File: config.mk
export PLATFORM = sky130hd
export DESIGN_NAME = proximity_sense_control
export DESIGN_NICKNAME = d
export VERILOG_FILES = /design/src/prox_pkg.sv /design/src/led_burst.sv /design/src/prox_filter.sv /design/src/proximity_sense_control.sv
export SDC_FILE = /design/constraint.sdc
export NUM_CORES = 1
export LEC_CHECK = 0
export ABC_AREA = 1
export BUFFER_PORTS_ARGS = -buffer_cell sky130_fd_sc_hd__clkbuf_2
export CAP_MARGIN = 10
export CORE_UTILIZATION = 45
export DETAILED_ROUTE_END_ITERATION = 7
export GPL_TIMING_DRIVEN = 1
export PLACE_DENSITY = 0.74
export SLEW_MARGIN = 30
export SYNTH_ARGS = -nofsm -noshare
export SYNTH_HDL_FRONTEND = slang
export SYNTH_SLANG_ARGS = --single-unit
File: constraint.sdc
create_clock -name CLK_I -period 4.75 [get_ports CLK_I]
set_clock_uncertainty 0.2 [all_clocks]
set_input_delay 0.475 -clock CLK_I [delete_from_list [all_inputs] [get_ports CLK_I]]
set_output_delay 0.475 -clock CLK_I [all_outputs]
set_load 0.01 [all_outputs]
File: src/prox_pkg.sv
package prox_pkg;
    // ---------------------------------------------------------------
    // Timing
    // ---------------------------------------------------------------
    localparam int CLK_PERIOD_NS = 25;
    localparam int PULSE_PERIOD_NS = 16000;
    localparam int PULSE_ON_NS = 7200;
    localparam int WAIT_STEP_US = 2730;
    localparam int PULSE_PERIOD_CYC = PULSE_PERIOD_NS / CLK_PERIOD_NS;
    localparam int PULSE_ON_CYC = (PULSE_ON_NS + CLK_PERIOD_NS - 1) / CLK_PERIOD_NS;
    localparam int WAIT_STEP_CYC = (WAIT_STEP_US * 1000) / CLK_PERIOD_NS;
    localparam logic [8:0] WAIT_STEPS_FULL = 9'h100;

    // ---------------------------------------------------------------
    // Register byte addresses
    // ---------------------------------------------------------------
    localparam logic [5:0] ADDR_ENABLE = 6'h00;
    localparam logic [5:0] ADDR_PULSES = 6'h04;
    localparam logic [5:0] ADDR_WAIT = 6'h08;
    localparam logic [5:0] ADDR_LOW_THR = 6'h0c;
    localparam logic [5:0] ADDR_HIGH_THR = 6'h10;
    localparam logic [5:0] ADDR_PERSIST = 6'h14;
    localparam logic [5:0] ADDR_OFFSET = 6'h18;
    localparam logic [5:0] ADDR_STATUS = 6'h1c;
    localparam logic [5:0] ADDR_MASK = 6'h20;
    localparam logic [5:0] ADDR_DATA = 6'h24;

    // ---------------------------------------------------------------
    // Fields and reset values
    // ---------------------------------------------------------------
    localparam int EN_POWER = 0;
    localparam int EN_PROX = 1;
    localparam int EN_WAIT = 2;
    localparam int EN_SLEEP_AFTER_INT = 3;
    localparam int STAT_PROX_INT = 0;
    localparam int STAT_SAT = 1;
    localparam int STAT_VALID = 2;
    localparam int STAT_W = 3;
    localparam int DATA_SAT_BIT = 16;
    localparam logic [7:0] PULSES_RST = 8'h01;
    localparam logic [7:0] WAIT_RST = 8'hff;
    localparam logic [15:0] HIGH_THR_RST = 16'hffff;
    localparam logic [1:0] RESP_OKAY = 2'h0;
    localparam logic [1:0] RESP_SLVERR = 2'h2;

    // Measurement sequencer states
    typedef enum logic [1:0] {
        ST_SLEEP = 2'b00,
        ST_BURST = 2'b01,
        ST_CONV = 2'b10,
        ST_WAIT = 2'b11
    } seq_state_e;
endpackage

File: src/led_burst.sv
`timescale 1ns/10ps
`default_nettype none
module led_burst
    import prox_pkg::*;
(
    input wire logic clk_i,
    input wire logic rst_b_i,
    input wire logic start_i,
    input wire logic [7:0] count_i,
    output logic led_o,
    output logic done_o
);
    logic busy, next_busy;
    logic [9:0] cyc, next_cyc;
    logic [7:0] left, next_left;
    logic next_led, next_done;

    // Pulse train: fixed period, fixed on time, count_i pulses
    always_comb begin
        next_busy = busy;
        next_cyc = cyc;
        next_left = left;
        next_done = 1'b0;
        if (!busy) begin
            if (start_i) begin
                next_cyc = '0;
                next_left = count_i;
                next_busy = (count_i != 8'h00);
                next_done = (count_i == 8'h00);
            end
        end else if (cyc == 10'(PULSE_PERIOD_CYC - 1)) begin
            next_cyc = '0;
            next_left = left - 8'h01;
            if (left == 8'h01) begin
                next_busy = 1'b0;
                next_done = 1'b1;
            end
        end else begin
            next_cyc = cyc + 10'h001;
        end
        next_led = next_busy && (next_cyc < 10'(PULSE_ON_CYC));
    end

    // Burst registers
    always_ff @(posedge clk_i or negedge rst_b_i) begin
        if (!rst_b_i) begin
            busy <= 1'b0;
            cyc <= '0;
            left <= '0;
            led_o <= 1'b0;
            done_o <= 1'b0;
        end else begin
            busy <= next_busy;
            cyc <= next_cyc;
            left <= next_left;
            led_o <= next_led;
            done_o <= next_done;
        end
    end
endmodule
`default_nettype wire

File: src/prox_filter.sv
`timescale 1ns/10ps
`default_nettype none
module prox_filter
    import prox_pkg::*;
(
    input wire logic clk_i,
    input wire logic rst_b_i,
    input wire logic valid_i,
    input wire logic [15:0] raw_i,
    input wire logic sat_i,
    input wire logic [7:0] offset_i,
    input wire logic [15:0] low_i,
    input wire logic [15:0] high_i,
    input wire logic [3:0] persist_i,
    output logic valid_o,
    output logic [15:0] data_o,
    output logic sat_o,
    output logic event_o
);
    logic [3:0] run, next_run;
    logic [15:0] next_data;
    logic [17:0] diff;
    logic exceed;
    logic [3:0] need;

    // Offset correction with clamping, window test and persistence
    always_comb begin
        diff = {2'b00, raw_i} - {{10{offset_i[7]}}, offset_i};
        if (diff[17]) begin
            next_data = 16'h0000;
        end else if (diff[16]) begin
            next_data = 16'hffff;
        end else begin
            next_data = diff[15:0];
        end
        exceed = (next_data > high_i) || (next_data < low_i);
        need = (persist_i == 4'h0) ? 4'h1 : persist_i;
        next_run = run;
        if (valid_i) begin
            if (!exceed) begin
                next_run = 4'h0;
            end else if (run != 4'hf) begin
                next_run = run + 4'h1;
            end
        end
    end

    // Result registers
    always_ff @(posedge clk_i or negedge rst_b_i) begin
        if (!rst_b_i) begin
            run <= '0;
            valid_o <= 1'b0;
            data_o <= '0;
            sat_o <= 1'b0;
            event_o <= 1'b0;
        end else begin
            run <= next_run;
            valid_o <= valid_i;
            if (valid_i) begin
                data_o <= next_data;
                sat_o <= sat_i;
            end
            event_o <= valid_i && exceed && (next_run >= need);
        end
    end
endmodule
`default_nettype wire

File: src/proximity_sense_control.sv
`timescale 1ns/10ps
`default_nettype none
module proximity_sense_control
    import prox_pkg::*;
#(
    parameter int WAIT_STEP_CYCLES = WAIT_STEP_CYC
) (
    input wire logic CLK_I,
    input wire logic RST_B_I,
    input wire logic AWVALID_I,
    output logic AWREADY_O,
    input wire logic [5:0] AWADDR_I,
    input wire logic WVALID_I,
    output logic WREADY_O,
    input wire logic [31:0] WDATA_I,
    input wire logic [3:0] WSTRB_I,
    output logic BVALID_O,
    input wire logic BREADY_I,
    output logic [1:0] BRESP_O,
    input wire logic ARVALID_I,
    output logic ARREADY_O,
    input wire logic [5:0] ARADDR_I,
    output logic RVALID_O,
    input wire logic RREADY_I,
    output logic [31:0] RDATA_O,
    output logic [1:0] RRESP_O,
    input wire logic ADC_VALID_I,
    input wire logic [15:0] ADC_COUNT_I,
    input wire logic ADC_SAT_I,
    output logic ADC_START_O,
    output logic LED_SINK_DRIVE_O,
    output logic INT_O,
    output logic INT_OE_O
);
    // ---------------------------------------------------------------
    // Declarations
    // ---------------------------------------------------------------
    logic aw_got, next_aw_got, w_got, next_w_got;
    logic [5:0] aw_addr, next_aw_addr;
    logic [31:0] w_data, next_w_data;
    logic [3:0] w_strb, next_w_strb;
    logic next_awready, next_wready, next_bvalid, next_arready, next_rvalid;
    logic [1:0] next_bresp, next_rresp;
    logic [31:0] next_rdata;
    logic do_write, do_read;
    logic [31:0] enable_r, pulses_r, wait_r, low_r, high_r, persist_r, offset_r, mask_r;
    logic [31:0] next_enable, next_pulses, next_wait, next_low, next_high;
    logic [31:0] next_persist, next_offset, next_mask;
    logic [STAT_W-1:0] status, next_status;
    logic next_int;
    seq_state_e state, next_state;
    logic [16:0] step_cyc, next_step_cyc;
    logic [8:0] steps, next_steps;
    logic burst_start, next_burst_start, next_adc_start, burst_done;
    logic filt_valid, filt_sat, filt_event;
    logic [15:0] filt_data;
    logic sleep_hold;

    // Known register address
    function automatic logic mapped(input logic [5:0] a);
        mapped = (a[1:0] == 2'b00) && (a <= ADDR_DATA);
    endfunction

    // Byte-lane merge of a write
    function automatic logic [31:0] merge(input logic [31:0] old, input logic [31:0] d,
                                          input logic [3:0] s);
        for (int i = 0; i < 4; i++) begin
            merge[i*8 +: 8] = s[i] ? d[i*8 +: 8] : old[i*8 +: 8];
        end
    endfunction

    // ---------------------------------------------------------------
    // Register bus slave
    // ---------------------------------------------------------------

    // Address and data are taken in either order, answer follows both
    always_comb begin
        next_aw_got = aw_got;
        next_aw_addr = aw_addr;
        next_w_got = w_got;
        next_w_data = w_data;
        next_w_strb = w_strb;
        next_bvalid = BVALID_O;
        next_bresp = BRESP_O;
        if (AWVALID_I && AWREADY_O) begin
            next_aw_got = 1'b1;
            next_aw_addr = AWADDR_I;
        end
        if (WVALID_I && WREADY_O) begin
            next_w_got = 1'b1;
            next_w_data = WDATA_I;
            next_w_strb = WSTRB_I;
        end
        do_write = aw_got && w_got && !BVALID_O;
        if (do_write) begin
            next_aw_got = 1'b0;
            next_w_got = 1'b0;
            next_bvalid = 1'b1;
            next_bresp = mapped(aw_addr) ? RESP_OKAY : RESP_SLVERR;
        end else if (BVALID_O && BREADY_I) begin
            next_bvalid = 1'b0;
        end
        next_awready = !next_aw_got && !next_bvalid;
        next_wready = !next_w_got && !next_bvalid;
    end

    // Read channel, one read in flight
    always_comb begin
        do_read = ARVALID_I && ARREADY_O;
        next_rvalid = RVALID_O;
        next_rdata = RDATA_O;
        next_rresp = RRESP_O;
        if (do_read) begin
            next_rvalid = 1'b1;
            next_rresp = mapped(ARADDR_I) ? RESP_OKAY : RESP_SLVERR;
            case (ARADDR_I)
                ADDR_ENABLE: next_rdata = enable_r;
                ADDR_PULSES: next_rdata = pulses_r;
                ADDR_WAIT: next_rdata = wait_r;
                ADDR_LOW_THR: next_rdata = low_r;
                ADDR_HIGH_THR: next_rdata = high_r;
                ADDR_PERSIST: next_rdata = persist_r;
                ADDR_OFFSET: next_rdata = offset_r;
                ADDR_STATUS: next_rdata = {{(32-STAT_W){1'b0}}, status};
                ADDR_MASK: next_rdata = mask_r;
                ADDR_DATA: next_rdata = {15'h0000, filt_sat, filt_data};
                default: next_rdata = 32'h0000_0000;
            endcase
        end else if (RVALID_O && RREADY_I) begin
            next_rvalid = 1'b0;
        end
        next_arready = !next_rvalid;
    end

    // Bus handshake registers
    always_ff @(posedge CLK_I or negedge RST_B_I) begin
        if (!RST_B_I) begin
            aw_got <= 1'b0;
            aw_addr <= '0;
            w_got <= 1'b0;
            w_data <= '0;
            w_strb <= '0;
            AWREADY_O <= 1'b0;
            WREADY_O <= 1'b0;
            BVALID_O <= 1'b0;
            BRESP_O <= RESP_OKAY;
            ARREADY_O <= 1'b0;
            RVALID_O <= 1'b0;
            RDATA_O <= '0;
            RRESP_O <= RESP_OKAY;
        end else begin
            aw_got <= next_aw_got;
            aw_addr <= next_aw_addr;
            w_got <= next_w_got;
            w_data <= next_w_data;
            w_strb <= next_w_strb;
            AWREADY_O <= next_awready;
            WREADY_O <= next_wready;
            BVALID_O <= next_bvalid;
            BRESP_O <= next_bresp;
            ARREADY_O <= next_arready;
            RVALID_O <= next_rvalid;
            RDATA_O <= next_rdata;
            RRESP_O <= next_rresp;
        end
    end

    // ---------------------------------------------------------------
    // Control registers and status
    // ---------------------------------------------------------------

    // Writable registers, status set wins over clear-on-read
    always_comb begin
        next_enable = enable_r;
        next_pulses = pulses_r;
        next_wait = wait_r;
        next_low = low_r;
        next_high = high_r;
        next_persist = persist_r;
        next_offset = offset_r;
        next_mask = mask_r;
        if (do_write) begin
            case (aw_addr)
                ADDR_ENABLE: next_enable = merge(enable_r, w_data, w_strb) & 32'h0000_000f;
                ADDR_PULSES: next_pulses = merge(pulses_r, w_data, w_strb) & 32'h0000_00ff;
                ADDR_WAIT: next_wait = merge(wait_r, w_data, w_strb) & 32'h0000_00ff;
                ADDR_LOW_THR: next_low = merge(low_r, w_data, w_strb) & 32'h0000_ffff;
                ADDR_HIGH_THR: next_high = merge(high_r, w_data, w_strb) & 32'h0000_ffff;
                ADDR_PERSIST: next_persist = merge(persist_r, w_data, w_strb) & 32'h0000_000f;
                ADDR_OFFSET: next_offset = merge(offset_r, w_data, w_strb) & 32'h0000_00ff;
                ADDR_MASK: next_mask = merge(mask_r, w_data, w_strb) & 32'h0000_0007;
                default: next_mask = mask_r;
            endcase
        end
        next_status = status;
        if (do_read && (ARADDR_I == ADDR_STATUS)) begin
            next_status = '0;
        end
        next_status[STAT_PROX_INT] = next_status[STAT_PROX_INT] | filt_event;
        next_status[STAT_SAT] = next_status[STAT_SAT] | (filt_valid & filt_sat);
        next_status[STAT_VALID] = next_status[STAT_VALID] | filt_valid;
        next_int = |(status & mask_r[STAT_W-1:0]);
    end

    // Register file and interrupt pin
    always_ff @(posedge CLK_I or negedge RST_B_I) begin
        if (!RST_B_I) begin
            enable_r <= '0;
            pulses_r <= {24'h000000, PULSES_RST};
            wait_r <= {24'h000000, WAIT_RST};
            low_r <= '0;
            high_r <= {16'h0000, HIGH_THR_RST};
            persist_r <= '0;
            offset_r <= '0;
            mask_r <= '0;
            status <= '0;
            INT_O <= 1'b0;
            INT_OE_O <= 1'b0;
        end else begin
            enable_r <= next_enable;
            pulses_r <= next_pulses;
            wait_r <= next_wait;
            low_r <= next_low;
            high_r <= next_high;
            persist_r <= next_persist;
            offset_r <= next_offset;
            mask_r <= next_mask;
            status <= next_status;
            INT_O <= 1'b0; // Pin only ever pulled low
            INT_OE_O <= next_int;
        end
    end

    // ---------------------------------------------------------------
    // Measurement sequencer
    // ---------------------------------------------------------------

    // Sleep, burst, conversion, wait; parked after an interrupt if asked
    always_comb begin
        sleep_hold = enable_r[EN_SLEEP_AFTER_INT] &&
                     (status[STAT_PROX_INT] || filt_event);
        next_state = state;
        next_step_cyc = step_cyc;
        next_steps = steps;
        next_burst_start = 1'b0;
        next_adc_start = 1'b0;
        case (state)
            ST_SLEEP: begin
                if (enable_r[EN_POWER] && enable_r[EN_PROX] && !sleep_hold) begin
                    next_state = ST_BURST;
                    next_burst_start = 1'b1;
                end
            end
            ST_BURST: begin
                if (burst_done) begin
                    next_state = ST_CONV;
                    next_adc_start = 1'b1;
                end
            end
            ST_CONV: begin
                if (ADC_VALID_I) begin
                    next_step_cyc = '0;
                    next_steps = WAIT_STEPS_FULL - {1'b0, wait_r[7:0]};
                    next_state = enable_r[EN_WAIT] ? ST_WAIT : ST_SLEEP;
                end
            end
            ST_WAIT: begin
                if (!enable_r[EN_POWER] || sleep_hold) begin
                    next_state = ST_SLEEP;
                end else if (step_cyc == 17'(WAIT_STEP_CYCLES - 1)) begin
                    next_step_cyc = '0;
                    next_steps = steps - 9'h001;
                    if (steps == 9'h001) begin
                        next_state = ST_SLEEP;
                    end
                end else begin
                    next_step_cyc = step_cyc + 17'h00001;
                end
            end
            default: next_state = ST_SLEEP;
        endcase
    end

    // Sequencer registers
    always_ff @(posedge CLK_I or negedge RST_B_I) begin
        if (!RST_B_I) begin
            state <= ST_SLEEP;
            step_cyc <= '0;
            steps <= '0;
            burst_start <= 1'b0;
            ADC_START_O <= 1'b0;
        end else begin
            state <= next_state;
            step_cyc <= next_step_cyc;
            steps <= next_steps;
            burst_start <= next_burst_start;
            ADC_START_O <= next_adc_start;
        end
    end

    // ---------------------------------------------------------------
    // LED burst and result filter
    // ---------------------------------------------------------------
    led_burst u_burst (
        .clk_i(CLK_I),
        .rst_b_i(RST_B_I),
        .start_i(burst_start),
        .count_i(pulses_r[7:0]),
        .led_o(LED_SINK_DRIVE_O),
        .done_o(burst_done)
    );

    prox_filter u_filter (
        .clk_i(CLK_I),
        .rst_b_i(RST_B_I),
        .valid_i(ADC_VALID_I && (state == ST_CONV)),
        .raw_i(ADC_COUNT_I),
        .sat_i(ADC_SAT_I),
        .offset_i(offset_r[7:0]),
        .low_i(low_r[15:0]),
        .high_i(high_r[15:0]),
        .persist_i(persist_r[3:0]),
        .valid_o(filt_valid),
        .data_o(filt_data),
        .sat_o(filt_sat),
        .event_o(filt_event)
    );
endmodule
`default_nettype wire

# Yosys cells after proc, flatten, opt, wreduce, memory -nomap -nowiden
# Cells that the tools add are included.
op_classes:
  n_lt_le_gt_ge: 6
  n_eq_ne: 32
  div_mod_pow: 0
  n_mul: 0
  mux: 52
  reduce_logical: 54
  n_shift: 0
  addsub: 7
  n_bitwise: 5
ops:
  columns: ["cell", "n"]
  rows:
  - ["case mux 17 bit (10 select lines)", 1]
  - ["two-way mux 17 bit", 3]
  - ["== test 6 x 5 -> 1 bit (second input constant)", 7]
  - ["case mux 17 bit (2 select lines)", 1]
  - ["AND reduction 3 bit", 11]
  - ["two-way mux 16 bit", 2]
  - ["two-way mux 10 bit", 3]
  - ["two-way mux 9 bit", 3]
  - ["== test 6 x 4 -> 1 bit (second input constant)", 4]
  - ["two-way mux 8 bit", 3]
  - ["two-way mux 1 bit", 20]
  - ["logical AND 1 bit", 19]
  - ["== test 6 bit (second input constant)", 3]
  - ["two-way mux 2 bit", 9]
  - ["case mux 9 bit (2 select lines)", 1]
  - ["subtractor 17 x 8 -> 18 bit", 1]
  - ["adder 17 x 1 -> 17 bit (second input constant)", 1]
  - ["== test 17 bit (second input constant)", 1]
  - ["greater-than comparator 16 bit", 1]
  - ["less-than comparator 16 bit", 1]
  - ["two-way mux 4 bit", 4]
  - ["== test 6 x 3 -> 1 bit (second input constant)", 2]
  - ["<= comparator 6 bit (second input constant)", 2]
  - ["logical NOT 6 bit", 2]
  - ["32 further kinds", 51]
totals:
  mem_count: 0
  reg_bits: 212
  ram_bits: 0
  output_inout_bits: 45
  latchBits: 0
  mem_bits_ro: 0

# Longest topological paths before layout
# Gate-level depths: netlist of the first run.
logic_depth:
  depth_word: 9
  depth_mapped: 34
  depth_no_buf: 34

# By module
# Synthesis of the first run repeated with hierarchy kept, for this count alone.
unflattened:
  cells_unflattened: 1563
  hier_area_um2: 11725.0
by_module_without_submodules:
  columns: ["mod", "n_inst", "cells_each", "area_each_um2"]
  rows:
  - ["proximity_sense_control", 1, 968, 7591.0]
  - ["prox_filter", 1, 420, 2827.7]
  - ["led_burst", 1, 175, 1306.3]

# Worst setup path after synthesis of the first run
# No wires, ideal clock.
synth_timing:
  path_type: "input-to-reg"
  from: "input port ADC_COUNT_I[0]"
  to: "register u_filter.event_o"
  n_path_buf: 1
  path_stages: 31
  arrival_time_ns: 4.104
  slack_ns: 0.326
  cell_sequence: "inv_1 -> ha_1 -> fa_1 -> inv_1 -> nand2_1 -> nand2_1 -> nand3_2 -> nand2_2 -> nand2_2 -> nand2_2 -> nand2_2 -> nand2_4 -> clkbuf_1 -> nand2_1 -> nand2_1 -> inv_1 -> ha_1 -> a21oi_1 -> nand3b_1 -> a21oi_1 -> a2111oi_0 -> nand2_2 -> nand2_4 -> nand3_1 -> nand2_1 -> ha_1 -> a21boi_0 -> o21ai_0 -> nand2_1 -> a21oi_1 -> nor2_2"
synth_between:
  elab_chain_cells: 9
  elab_cells_between_ends: 11
  classes_between: "add/sub: 1; order compare: 3; mux: 4; reduce/logical: 3"
synth_lines:
  columns: ["item", "line_no", "source"]
  rows:
  - ["start, declared", "proximity_sense_control.sv:28", "input wire logic [15:0] ADC_COUNT_I,"]
  - ["subtractor 17 x 8 -> 18 bit (*)", "prox_filter.sv:28", "diff = {2'b00, raw_i} - {{10{offset_i[7]}}, offset_i};"]
  - ["two-way mux 16 bit", "prox_filter.sv:31", "end else if (diff[16]) begin"]
  - ["two-way mux 16 bit (*)", "prox_filter.sv:29", "if (diff[17]) begin"]
  - ["named net u_filter.next_data[9]", "prox_filter.sv:21", "logic [15:0] next_data;"]
  - ["greater-than comparator 16 bit or less-than comparator 16 bit (tied branches)", "prox_filter.sv:36", "exceed = (next_data > high_i) || (next_data < low_i);"]
  - ["logical OR 1 bit (*)", "prox_filter.sv:36", null]
  - ["two-way mux 4 bit (*)", "prox_filter.sv:40", "if (!exceed) begin"]
  - ["two-way mux 4 bit (*)", "prox_filter.sv:39", "if (valid_i) begin"]
  - ["named net u_filter.next_run[1]", "prox_filter.sv:20", "logic [3:0] run, next_run;"]
  - ["greater-or-equal comparator 4 bit (*)", "prox_filter.sv:63", "event_o <= valid_i && exceed && (next_run >= need);"]
  - ["logical AND 1 bit (*)", "prox_filter.sv:63", null]
  - ["end signal, assigned", "prox_filter.sv:63", null]
  - ["end, declared", "prox_filter.sv:18", "output logic event_o"]
# The timed path passes the listed nets; every way through them passes the cells marked *.
# A chain may end at the register's enable or synchronous reset.

# Worst setup path in the final report of the first run
layout_timing:
  from: "register offset_r[0]"
  to: "register u_filter.event_o"
layout_between:
  elab_chain_cells: 9
  elab_cells_between_ends: 11
  classes_between: "add/sub: 1; order compare: 3; mux: 4; reduce/logical: 3"
layout_lines:
  columns: ["item", "line_no", "source"]
  rows:
  - ["start, declared", "proximity_sense_control.sv:46", "logic [31:0] enable_r, pulses_r, wait_r, low_r, high_r, persist_r, offset_r, mask_r;"]
  - ["start signal, assigned", "proximity_sense_control.sv:226", "offset_r <= next_offset;"]
  - ["subtractor 17 x 8 -> 18 bit (*)", "prox_filter.sv:28", null]
  - ["two-way mux 16 bit", "prox_filter.sv:31", null]
  - ["two-way mux 16 bit (*)", "prox_filter.sv:29", null]
  - ["named net u_filter.next_data[14]", "prox_filter.sv:21", null]
  - ["greater-than comparator 16 bit or less-than comparator 16 bit (tied branches)", "prox_filter.sv:36", null]
  - ["logical OR 1 bit (*)", "prox_filter.sv:36", null]
  - ["two-way mux 4 bit (*)", "prox_filter.sv:40", null]
  - ["two-way mux 4 bit (*)", "prox_filter.sv:39", null]
  - ["named net u_filter.next_run[1]", "prox_filter.sv:20", null]
  - ["greater-or-equal comparator 4 bit (*)", "prox_filter.sv:63", null]
  - ["logical AND 1 bit (*)", "prox_filter.sv:63", null]
# Marked as above.

==> flow_metrics.env, run 1 <==
export IMPL_outcome="complete, no violations"
export IMPL_crit_path_start_kind="flop"
export IMPL_rr_worst_depth=28
export IMPL_core_mm2=0.0237
export IMPL_netlist_area_mm2=0.0109
export IMPL_first_pass_iters=5
export IMPL_multiInputGateArea_mm2=0.00517
export IMPL_r2r_start="offset_r[0]$_DFFE_PN0P_"
export IMPL_dieArea_mm2=0.0249
export IMPL_p_leak_nw=6.04
export IMPL_fin_nets=1622
export IMPL_layout_common_cells="nand2_1, inv_1, o21ai_0, dfrtp_1, nor2_1"
export IMPL_ys_seq_elements=195
export IMPL_swShare_pct=41.9
export IMPL_tritoncts="done"
export IMPL_synth_distinct_cells=53
export IMPL_avgSynthCellArea_um2=7.91
export IMPL_hold_viol=0
export IMPL_yosysSeqAreaShare_pct=44.9
export IMPL_cts_sinks=195
export IMPL_drive_gt1_share_pct=15.5
export IMPL_crit_arrival_ns=4.64
export IMPL_fin_cells=1820
export IMPL_grt_max_degree=119
export IMPL_grt_overflow_total=0
export IMPL_p_switching_mw=2.93
export IMPL_crit_fanout=2
export IMPL_layout_commonest_cell="nand2_1"
export IMPL_min_from="AWADDR_I[4]"
export IMPL_clockBufferDepth=2
export IMPL_path_common_cell="nand2_2"
export IMPL_min_path_cells=3
export IMPL_numCtsBuffers=17
export IMPL_p_int_mw=4.06
export IMPL_vias=9450
export IMPL_drt_initial_drc_count=659
export IMPL_area_growth_pct=14.7
export IMPL_slew_headroom_pct=41.7
export IMPL_start_util_pct=46.2
export IMPL_ys_warn_count=0
export IMPL_num_antenna_cells=0
export IMPL_synth_top_area_share_pct=38.9
export IMPL_finalMaxSlewViolations=0
export IMPL_grt_usage_pct=22.7
export IMPL_fill_cells=2294
export IMPL_period_needed_ns=4.50
export IMPL_worstSetupPathType="reg2reg"
export IMPL_die_h_um=158
export IMPL_antenna_found_initial=1
export IMPL_yosys_area_top_type="dfrtp_1"
export IMPL_cp_data_required_time_ns=4.89
export IMPL_clk_latency_ns=0.45
export IMPL_end_kind="flop"
export IMPL_drtAntennaViolNets=0
export IMPL_hpwl_um=19700
export IMPL_crit_slowest_cell="dfrtp_1"
export IMPL_crit_family="compound AO/OA/AOI/OAI gates"
export IMPL_power_density_mw_per_mm2=558
export IMPL_portBuffers=81
export IMPL_timing_hold_ws_ns=0.0139
export IMPL_io_pin_count=118
export IMPL_wl_per_cell_um=14.7
export IMPL_core_rowCount=56
export IMPL_seqPwrFrac_pct=35.8
export IMPL_gp_congestion=0.864
export IMPL_cts_max_level=4
export IMPL_path_buf_inv=3
export IMPL_r2r_end="u_filter.event_o$_DFF_PN0_"
export IMPL_clk_pin_slew_worst_paths_ns=0.08
export IMPL_synthTopCellsByArea="dfrtp_1, nand2_1, o21ai_0"
export IMPL_power_frac_comb_pct=44.1
export IMPL_root_buffer="clkbuf_16"
export IMPL_tightest_slew_ns=0.870
export IMPL_final_util_pct=52.9
export IMPL_hold_end="aw_addr[4]$_DFFE_PN0P_"
export IMPL_setup_viol=0
export IMPL_grt_pass1_vias=8981
export IMPL_final_seq_area_mm2=0.00491
export IMPL_syn_inst=1382
export IMPL_hold_path_class="in2reg"
export IMPL_clock_fmax_ghz=0.222
export IMPL_die_w_um=158
export IMPL_crit_path_max_incr_delay_ns=0.41
export IMPL_drc_errors=0
export IMPL_ir_drop_mv=0.272
export IMPL_drv_cap=0
export IMPL_via_per_inst=5.19
export IMPL_fin_crit_sh_pct=94.7
export IMPL_post_place_cells=1784
export IMPL_routed_wirelength_um=26800
export IMPL_regToRegSetupSlack_ns=0.25
export IMPL_clock_power_share_pct=20.1
export IMPL_grt_first_pass_wirelength_um=44000
-- tightest hold or removal path, stage by stage --
cell,delay [ns]
clkbuf_2,0.07
nand2_1,0.04
nand2_1,0.04
-- what timing repair did --
item / in CTS / in global routing
endpoints found under the hold margin: 0 / 61
hold buffers: 0 / 1
buffers inserted: 0 / 2
gates resized for setup: 0 / 24
endpoints found under the setup margin: 0 / 1
-- registers in the layout (all words and copies together) (netlist names), 9 cells and up --
signal           count
low_r               16
high_r              16
w_data              16
steps                9
step_cyc            17
u_filter.data_o     16
RDATA_O             17
u_burst.cyc         10
-- power by group through the flow --
stage / clock network (mW) / registers [mW] / logic (mW)
finish: 1.41 / 2.50 / 3.08
global route: 1.50 / 2.56 / 3.53
CTS: 1.43 / 2.50 / 2.98
detailed placement: 0 / 2.52 / 2.96
global placement: 0 / 2.51 / 2.88
floorplan: 0 / 2.44 / 2.09
-- synthesized netlist by cell type, drive strengths merged --
cell and instances:
clkbuf 26, a21boi 2, a2111oi 2, xnor2 7
dfrtp 170, ha 60, or2 3, nand3 37
xor2 13, a21o 3, a311o 1, fa 1
a221oi 6, inv 199, conb 1, o21ai 181
buf 21, nand4 14, nor3 27, nor2 99
nand3b 1, a22oi 11, clkinv 2, mux2 1
a211oi 4, o2111ai 3, a21oi 59, o22ai 14
o211ai 4, o311ai 2, nand2 353, o21bai 3
o21a 2, nor4 7, nor3b 3, o31ai 5
a22o 2, dfstp 25, a31oi 8
-- metal layers --
layer	up-vias	part of all wire [%]	global-route usage (%)
met3	32	4.8	3.94
li1	4720	-	-
met2	236	50	39.4
met4	0	1.8	6.70
met5	-	0	0
met1	4462	43	28.8
-- logic make-up (layout without fill, tap and decap cells) --
family	after synthesis	count (layout)	share of synthesized area (%)
AO/OA/AOI/OAI	312	312	15.9
XOR/XNOR	20	20	1.60
flip-flops	195	195	44.9
AND/OR/NAND/NOR	544	544	21.2
other	1	18	0.0343
multiplexers	1	1	0.103
adder cells (fa/ha/maj)	61	61	7.05
buffers and inverters	248	350	9.20
-- area by class of cell --
cell class                 count  share of cell area (%)
clock buffer                  17                    3.39
multi-input combinational    956                    41.3
timing repair buffer         117                    5.85
inverter                     201                    6.04
clock inverter                15                    1.11
tap                          319                    3.18
sequential                   195                    39.2
-- how the worst max path moves through the flow --
stage	start	endpoint	slack (ns)	cells after the start
2_1_floorplan	ADC_COUNT_I[0]	u_filter.event_o$_DFF_PN0_	0.33	31
3_3_place_gp	ADC_COUNT_I[0]	u_filter.event_o$_DFF_PN0_	-0.02	30
3_5_place_dp	ADC_COUNT_I[0]	u_filter.event_o$_DFF_PN0_	-0.06	30
4_1_cts	offset_r[7]$_DFFE_PN0P_	u_filter.event_o$_DFF_PN0_	0.10	27
5_1_grt	offset_r[0]$_DFFE_PN0P_	u_filter.event_o$_DFF_PN0_	-0.04	28
6_report	offset_r[0]$_DFFE_PN0P_	u_filter.event_o$_DFF_PN0_	0.25	28
-- stage by stage --
| stage | power (mW) | instance area (µm²) | worst slack, ns | TNS (ns) |
|---|---|---|---|---|
| 2_1_floorplan | 4.54 | 11000 | 0.326 | 0 |
| 3_5_place_dp | 5.48 | 11800 | -0.0587 | -0.0587 |
| 3_3_place_gp | 5.38 | 11800 | -0.0160 | -0.0160 |
| 5_1_grt | 7.59 | 12500 | -0.0448 | -0.0448 |
| 6_report | 6.99 | 12500 | 0.252 | 0 |
| 4_1_cts | 6.91 | 12400 | 0.101 | 0 |
No activity file was read; power rests on OpenSTA's default activity.
==> inputs of run 2 (changes only) <==
--- a/config.mk
+++ b/config.mk
@@ -8,6 +8,7 @@
 export ABC_AREA = 1
 export BUFFER_PORTS_ARGS = -buffer_cell sky130_fd_sc_hd__clkbuf_2
 export CAP_MARGIN = 10
+export CORE_ASPECT_RATIO = 0.9
 export CORE_UTILIZATION = 45
 export DETAILED_ROUTE_END_ITERATION = 7
 export GPL_TIMING_DRIVEN = 1
==> flow_metrics.env, run 2 (synthesis results as in run 1) <==
export IMPL_fin_crit_sh_pct=97.2
export IMPL_cts_sinks=195
export IMPL_power_mw=7.36
export IMPL_antenna_found_initial=0
export IMPL_clk_pin_slew_worst_paths_ns=0.08
export IMPL_via_per_inst=5.28
export IMPL_finalMaxSlewViolations=0
export IMPL_crit_slowest_cell="dfrtp_1"
export IMPL_routed_wirelength_um=28200
export IMPL_cp_data_required_time_ns=4.90
export IMPL_crit_path_max_incr_delay_ns=0.42
export IMPL_rr_worst_depth=29
export IMPL_dieArea_mm2=0.0249
export IMPL_hold_viol=0
export IMPL_wl_per_cell_um=15.5
export IMPL_path_buf_inv=5
export IMPL_stdcell_area_mm2=0.0129
export IMPL_setup_viol=0
export IMPL_die_h_um=150
export IMPL_io_pin_count=118
export IMPL_period_needed_ns=4.62
export IMPL_core_mm2=0.0236
export IMPL_min_path_cells=3
export IMPL_numCtsBuffers=17
export IMPL_clk_latency_ns=0.45
export IMPL_power_density_mw_per_mm2=568
export IMPL_portBuffers=81
export IMPL_reg_top3="RDATA_O (17), step_cyc (17)"
export IMPL_first_pass_iters=8
export IMPL_drive_gt1_share_pct=18.5
export IMPL_worstSetupPathType="reg2reg"
export IMPL_cts_max_level=4
export IMPL_ir_drop_mv=0.287
export IMPL_grt_max_degree=78
export IMPL_grt_overflow_total=0
export IMPL_tritoncts="done"
export IMPL_hold_path_class="in2reg"
export IMPL_root_buffer="clkbuf_16"
export IMPL_drtAntennaViolNets=0
export IMPL_vias=9602
export IMPL_grt_first_pass_wirelength_um=45100
export IMPL_crit_path_start_kind="flop"
export IMPL_crit_family="compound AO/OA/AOI/OAI gates"
export IMPL_slew_headroom_pct=43.8
export IMPL_num_antenna_cells=0
export IMPL_clockBufferDepth=2
export IMPL_final_util_pct=54.9
export IMPL_crit_arrival_ns=4.76
export IMPL_hpwl_um=20300
export IMPL_setup_ws_ns=0.131
export IMPL_fin_nets=1639
export IMPL_drv_cap=0
export IMPL_area_growth_pct=18.4
export IMPL_gp_congestion=0.897
export IMPL_grt_pass1_vias=9229
export IMPL_drc_errors=2
export IMPL_end_kind="flop"
export IMPL_layout_commonest_cell="nand2_1"
export IMPL_grt_usage_pct=22.7
export IMPL_violations="DRC"
export IMPL_drt_initial_drc_count=743
export IMPL_tightest_slew_ns=0.838
export IMPL_clock_fmax_ghz=0.216
export IMPL_start_util_pct=46.3
export IMPL_outcome="complete, but fails checks"
export IMPL_die_w_um=166
export IMPL_crit_fanout=5
export IMPL_layout_common_cells="nand2_1, inv_1, o21ai_0, dfrtp_1, nor2_1"
export IMPL_worstSetupPathDepth=29
export IMPL_core_rowCount=53
export IMPL_pre_cts_ws_ns=-0.120
export IMPL_p_leak_nw=6.18
export IMPL_dpl_cell_area_mm2=0.0119
==> run 2: cell count changes in the layout (fill, tap and decap cells not counted), moves of 4 or more <==
cell      previous run  this run
a21oi_1             55        49
a21oi_2              4        10
buf_4               32        48
clkbuf_8             0         4
ha_1                55        41
ha_4                 3        18
inv_1              191       187
nand2_1            331       327
==> run 2: where the power goes <==
part | switching, mW | internal [mW]
Combinational | 2.00 | 1.31
Clock | 0.662 | 0.875
Sequential | 0.340 | 2.17
==> run 2: path summary, 6_finish.rpt <==
| path | from | end | slack [ns] |
|---|---|---|---|
| max in group asynchronous | RST_B_I | high_r[8]$_DFFE_PN1P_ | 2.87 |
| hold reg to reg | RVALID_O$_DFF_PN0_ | ARREADY_O$_DFF_PN0_ | 0.27 |
| hold / removal | AWADDR_I[0] | aw_addr[0]$_DFFE_PN0P_ | 0.02 |
| min in group asynchronous | RST_B_I | u_burst.cyc[5]$_DFF_PN0_ | 0.33 |
| setup reg to reg | offset_r[7]$_DFFE_PN0P_ | u_filter.event_o$_DFF_PN0_ | 0.13 |
| setup / recovery | offset_r[7]$_DFFE_PN0P_ | u_filter.event_o$_DFF_PN0_ | 0.13 |
==> run 2: cell type report <==
| type | count | area [µm²] |
|---|---|---|
| fillers | 2151 | 10700 |
| multi-input cells | 956 | 5430 |
| flip-flops and latches | 195 | 4910 |
| repair buffers | 134 | 855 |
| inverters | 201 | 759 |
| clock buffers | 21 | 470 |
| well taps | 302 | 378 |
| clock inverters | 11 | 148 |
==> run 2: tightest hold or removal path, stage by stage <==
cell	delay (ns)
clkbuf_2	0.07
nand2_1	0.04
nand2_1	0.05
==> run 2: what timing repair did <==
item / 4_1_cts / 5_1_grt
gates resized for setup: 1 / 67
pin swaps: 0 / 34
endpoints found under the setup margin: 1 / 1
endpoints found under the hold margin: 46 / 0
hold buffers: 1 / 0
setup buffers: 0 / 13
==> run 2: stage by stage <==
stage | setup TNS, ns | hold slack (ns) | std cells
finish | 0 | 0.0207 | 1820
global placement | -0.0687 | 0.242 | 1773
CTS | 0 | 0.0166 | 1807
detailed placement | -0.120 | 0.245 | 1774
floorplan | 0 | -0.0206 | 1399
global route | -0.115 | 0.0316 | 1820
==> run 2: routing by layer <==
| layer | share of wire, % | vias to the layer above | GRT usage [%] |
|---|---|---|---|
| met3 | 4.6 | 52 | 4.23 |
| met4 | 2.9 | 0 | 8.06 |
| li1 | - | 4740 | - |
| met1 | 44 | 4547 | 28.6 |
| met5 | 0 | - | 0 |
| met2 | 49 | 263 | 39.2 |
==> inputs of run 3 (changes only) <==
--- a/config.mk
+++ b/config.mk
@@ -6,13 +6,14 @@
 export NUM_CORES = 1
 export LEC_CHECK = 0
 export ABC_AREA = 1
+export ABC_CLOCK_PERIOD_IN_PS = 4750
 export BUFFER_PORTS_ARGS = -buffer_cell sky130_fd_sc_hd__clkbuf_2
 export CAP_MARGIN = 10
 export CORE_ASPECT_RATIO = 0.9
-export CORE_UTILIZATION = 45
+export CORE_UTILIZATION = 47
 export DETAILED_ROUTE_END_ITERATION = 7
 export GPL_TIMING_DRIVEN = 1
-export PLACE_DENSITY = 0.74
+export PLACE_DENSITY = 0.76
 export SLEW_MARGIN = 30
 export SYNTH_ARGS = -nofsm -noshare
 export SYNTH_HDL_FRONTEND = slang
==> flow_metrics.env, run 3 (synthesis results as in run 1) <==
export IMPL_power_density_mw_per_mm2=564
export IMPL_layout_commonest_cell="nand2_1"
export IMPL_core_mm2=0.0226
export IMPL_dieArea_mm2=0.0239
export IMPL_end_kind="flop"
export IMPL_routed_wirelength_um=27600
export IMPL_timing_hold_ws_ns=0.0237
export IMPL_drc_errors=0
export IMPL_fin_crit_sh_pct=99.8
export IMPL_cp_data_required_time_ns=4.88
export IMPL_ir_drop_mv=0.266
export IMPL_min_from="WSTRB_I[0]"
export IMPL_crit_slowest_cell="dfrtp_1"
export IMPL_stdcell_area_mm2=0.0129
export IMPL_clockBufferDepth=2
export IMPL_slew_headroom_pct=36.5
export IMPL_first_pass_iters=7
export IMPL_core_rowCount=52
export IMPL_clk_latency_ns=0.44
export IMPL_hold_path_class="in2reg"
export IMPL_min_path_cells=3
export IMPL_grt_max_degree=122
export IMPL_grt_overflow_total=0
export IMPL_grt_first_pass_wirelength_um=45100
export IMPL_vias=9591
export IMPL_portBuffers=81
export IMPL_grt_pass1_vias=9349
export IMPL_die_h_um=147
export IMPL_die_w_um=163
export IMPL_crit_fanout=6
export IMPL_rr_worst_depth=30
export IMPL_crit_path_max_incr_delay_ns=0.40
export IMPL_drt_initial_drc_count=772
export IMPL_hold_viol=0
export IMPL_outcome="complete, no violations"
export IMPL_numCtsBuffers=17
export IMPL_crit_arrival_ns=4.88
export IMPL_clock_fmax_ghz=0.211
export IMPL_tritoncts="done"
export IMPL_regToRegSetupSlack_ns=0.008
export IMPL_hold_end="w_strb[0]$_DFFE_PN0P_"
export IMPL_start_util_pct=48.3
export IMPL_layout_common_cells="nand2_1, inv_1, o21ai_0, dfrtp_1, nor2_1"
export IMPL_p_leak_nw=6.15
export IMPL_cts_max_level=4
export IMPL_reg_top3="RDATA_O (17), step_cyc (17)"
export IMPL_grt_usage_pct=23.8
export IMPL_worstSetupPathType="reg2reg"
export IMPL_root_buffer="clkbuf_16"
export IMPL_wl_per_cell_um=15.2
export IMPL_via_per_inst=5.29
export IMPL_drtAntennaViolNets=0
export IMPL_finalMaxSlewViolations=0
export IMPL_setup_viol=0
export IMPL_gp_congestion=0.889
export IMPL_crit_path_start_kind="flop"
export IMPL_dpl_cell_area_mm2=0.0118
export IMPL_num_antenna_cells=0
export IMPL_r2r_start="offset_r[7]$_DFFE_PN0P_"
export IMPL_antenna_found_initial=0
export IMPL_fin_nets=1636
export IMPL_tightest_slew_ns=0.949
export IMPL_drv_cap=0
export IMPL_rsz0062_at_grt="true"
export IMPL_drive_gt1_share_pct=18.1
export IMPL_io_pin_count=118
export IMPL_cts_sinks=195
export IMPL_area_growth_pct=18.0
export IMPL_clk_pin_slew_worst_paths_ns=0.08
export IMPL_r2r_end="u_filter.event_o$_DFF_PN0_"
export IMPL_period_needed_ns=4.74
export IMPL_hpwl_um=19900
run 3: metrics by stage:
stage	setup slack (ns)	power, mW	instances	util, %	setup TNS [ns]
floorplan	0.326	4.54	1399	-	0
global placement	0.0446	5.36	1765	52.1	0
finish	0.00757	7.28	1812	57.0	0
detailed placement	0.0573	5.46	1765	52.1	0
global route	-0.271	7.90	1812	57.0	-0.271
CTS	0.0202	6.94	1797	54.7	0
run 3: cell type report:
type / instances / area (µm²)
inverters: 201 / 762
multi-input cells: 956 / 5420
clock inverters: 9 / 105
well taps: 297 / 372
repair buffers: 131 / 841
clock buffers: 23 / 488
flip-flops and latches: 195 / 4910
fillers: 2059 / 9750
run 3: how the worst max path moves through the flow:
stage,depth (start not counted),start,endpoint,slack [ns]
after floorplan,31,ADC_COUNT_I[0],u_filter.event_o$_DFF_PN0_,0.33
after global placement,32,ADC_COUNT_I[0],u_filter.event_o$_DFF_PN0_,0.04
after detailed placement,32,ADC_COUNT_I[0],u_filter.event_o$_DFF_PN0_,0.06
after CTS,30,offset_r[7]$_DFFE_PN0P_,u_filter.event_o$_DFF_PN0_,0.02
after global routing,29,offset_r[7]$_DFFE_PN0P_,u_filter.event_o$_DFF_PN0_,-0.27
final,30,offset_r[7]$_DFFE_PN0P_,u_filter.event_o$_DFF_PN0_,0.008
run 3: report_power, final:
group / switching (mW) / internal (mW) / total (mW)
Sequential: 0.335 / 2.18 / 2.51
Clock: 0.628 / 0.831 / 1.46
Combinational: 1.99 / 1.32 / 3.31
Total: 2.95 / 4.33 / 7.28
run 3: worst max-delay path: cells and delay by family, from the launching register on:
family,cells,cell delay [ns]
and+or+nand+nor,13,1.24
DFF,1,0.40
adders and majority gates,3,0.74
AOI/OAI and AO/OA,7,1.18
buffers and inverters,7,0.85
run 3: repair_timing:
action	4_1_cts	5_1_grt
setup buffers	0	13
pin swaps	0	33
endpoints found under the hold margin	0	36
setup endpoints to repair	1	1
hold buffers	0	1
resized for setup	1	70
run 3: routing by layer:
| metal | vias up | track usage, % | share of wire (%) |
|---|---|---|---|
| met3 | 47 | 4.52 | 4.9 |
| met5 | - | 0 | 0 |
| met1 | 4537 | 30.2 | 43 |
| met2 | 280 | 40.6 | 49 |
| met4 | 0 | 7.99 | 2.9 |
| li1 | 4727 | - | - |
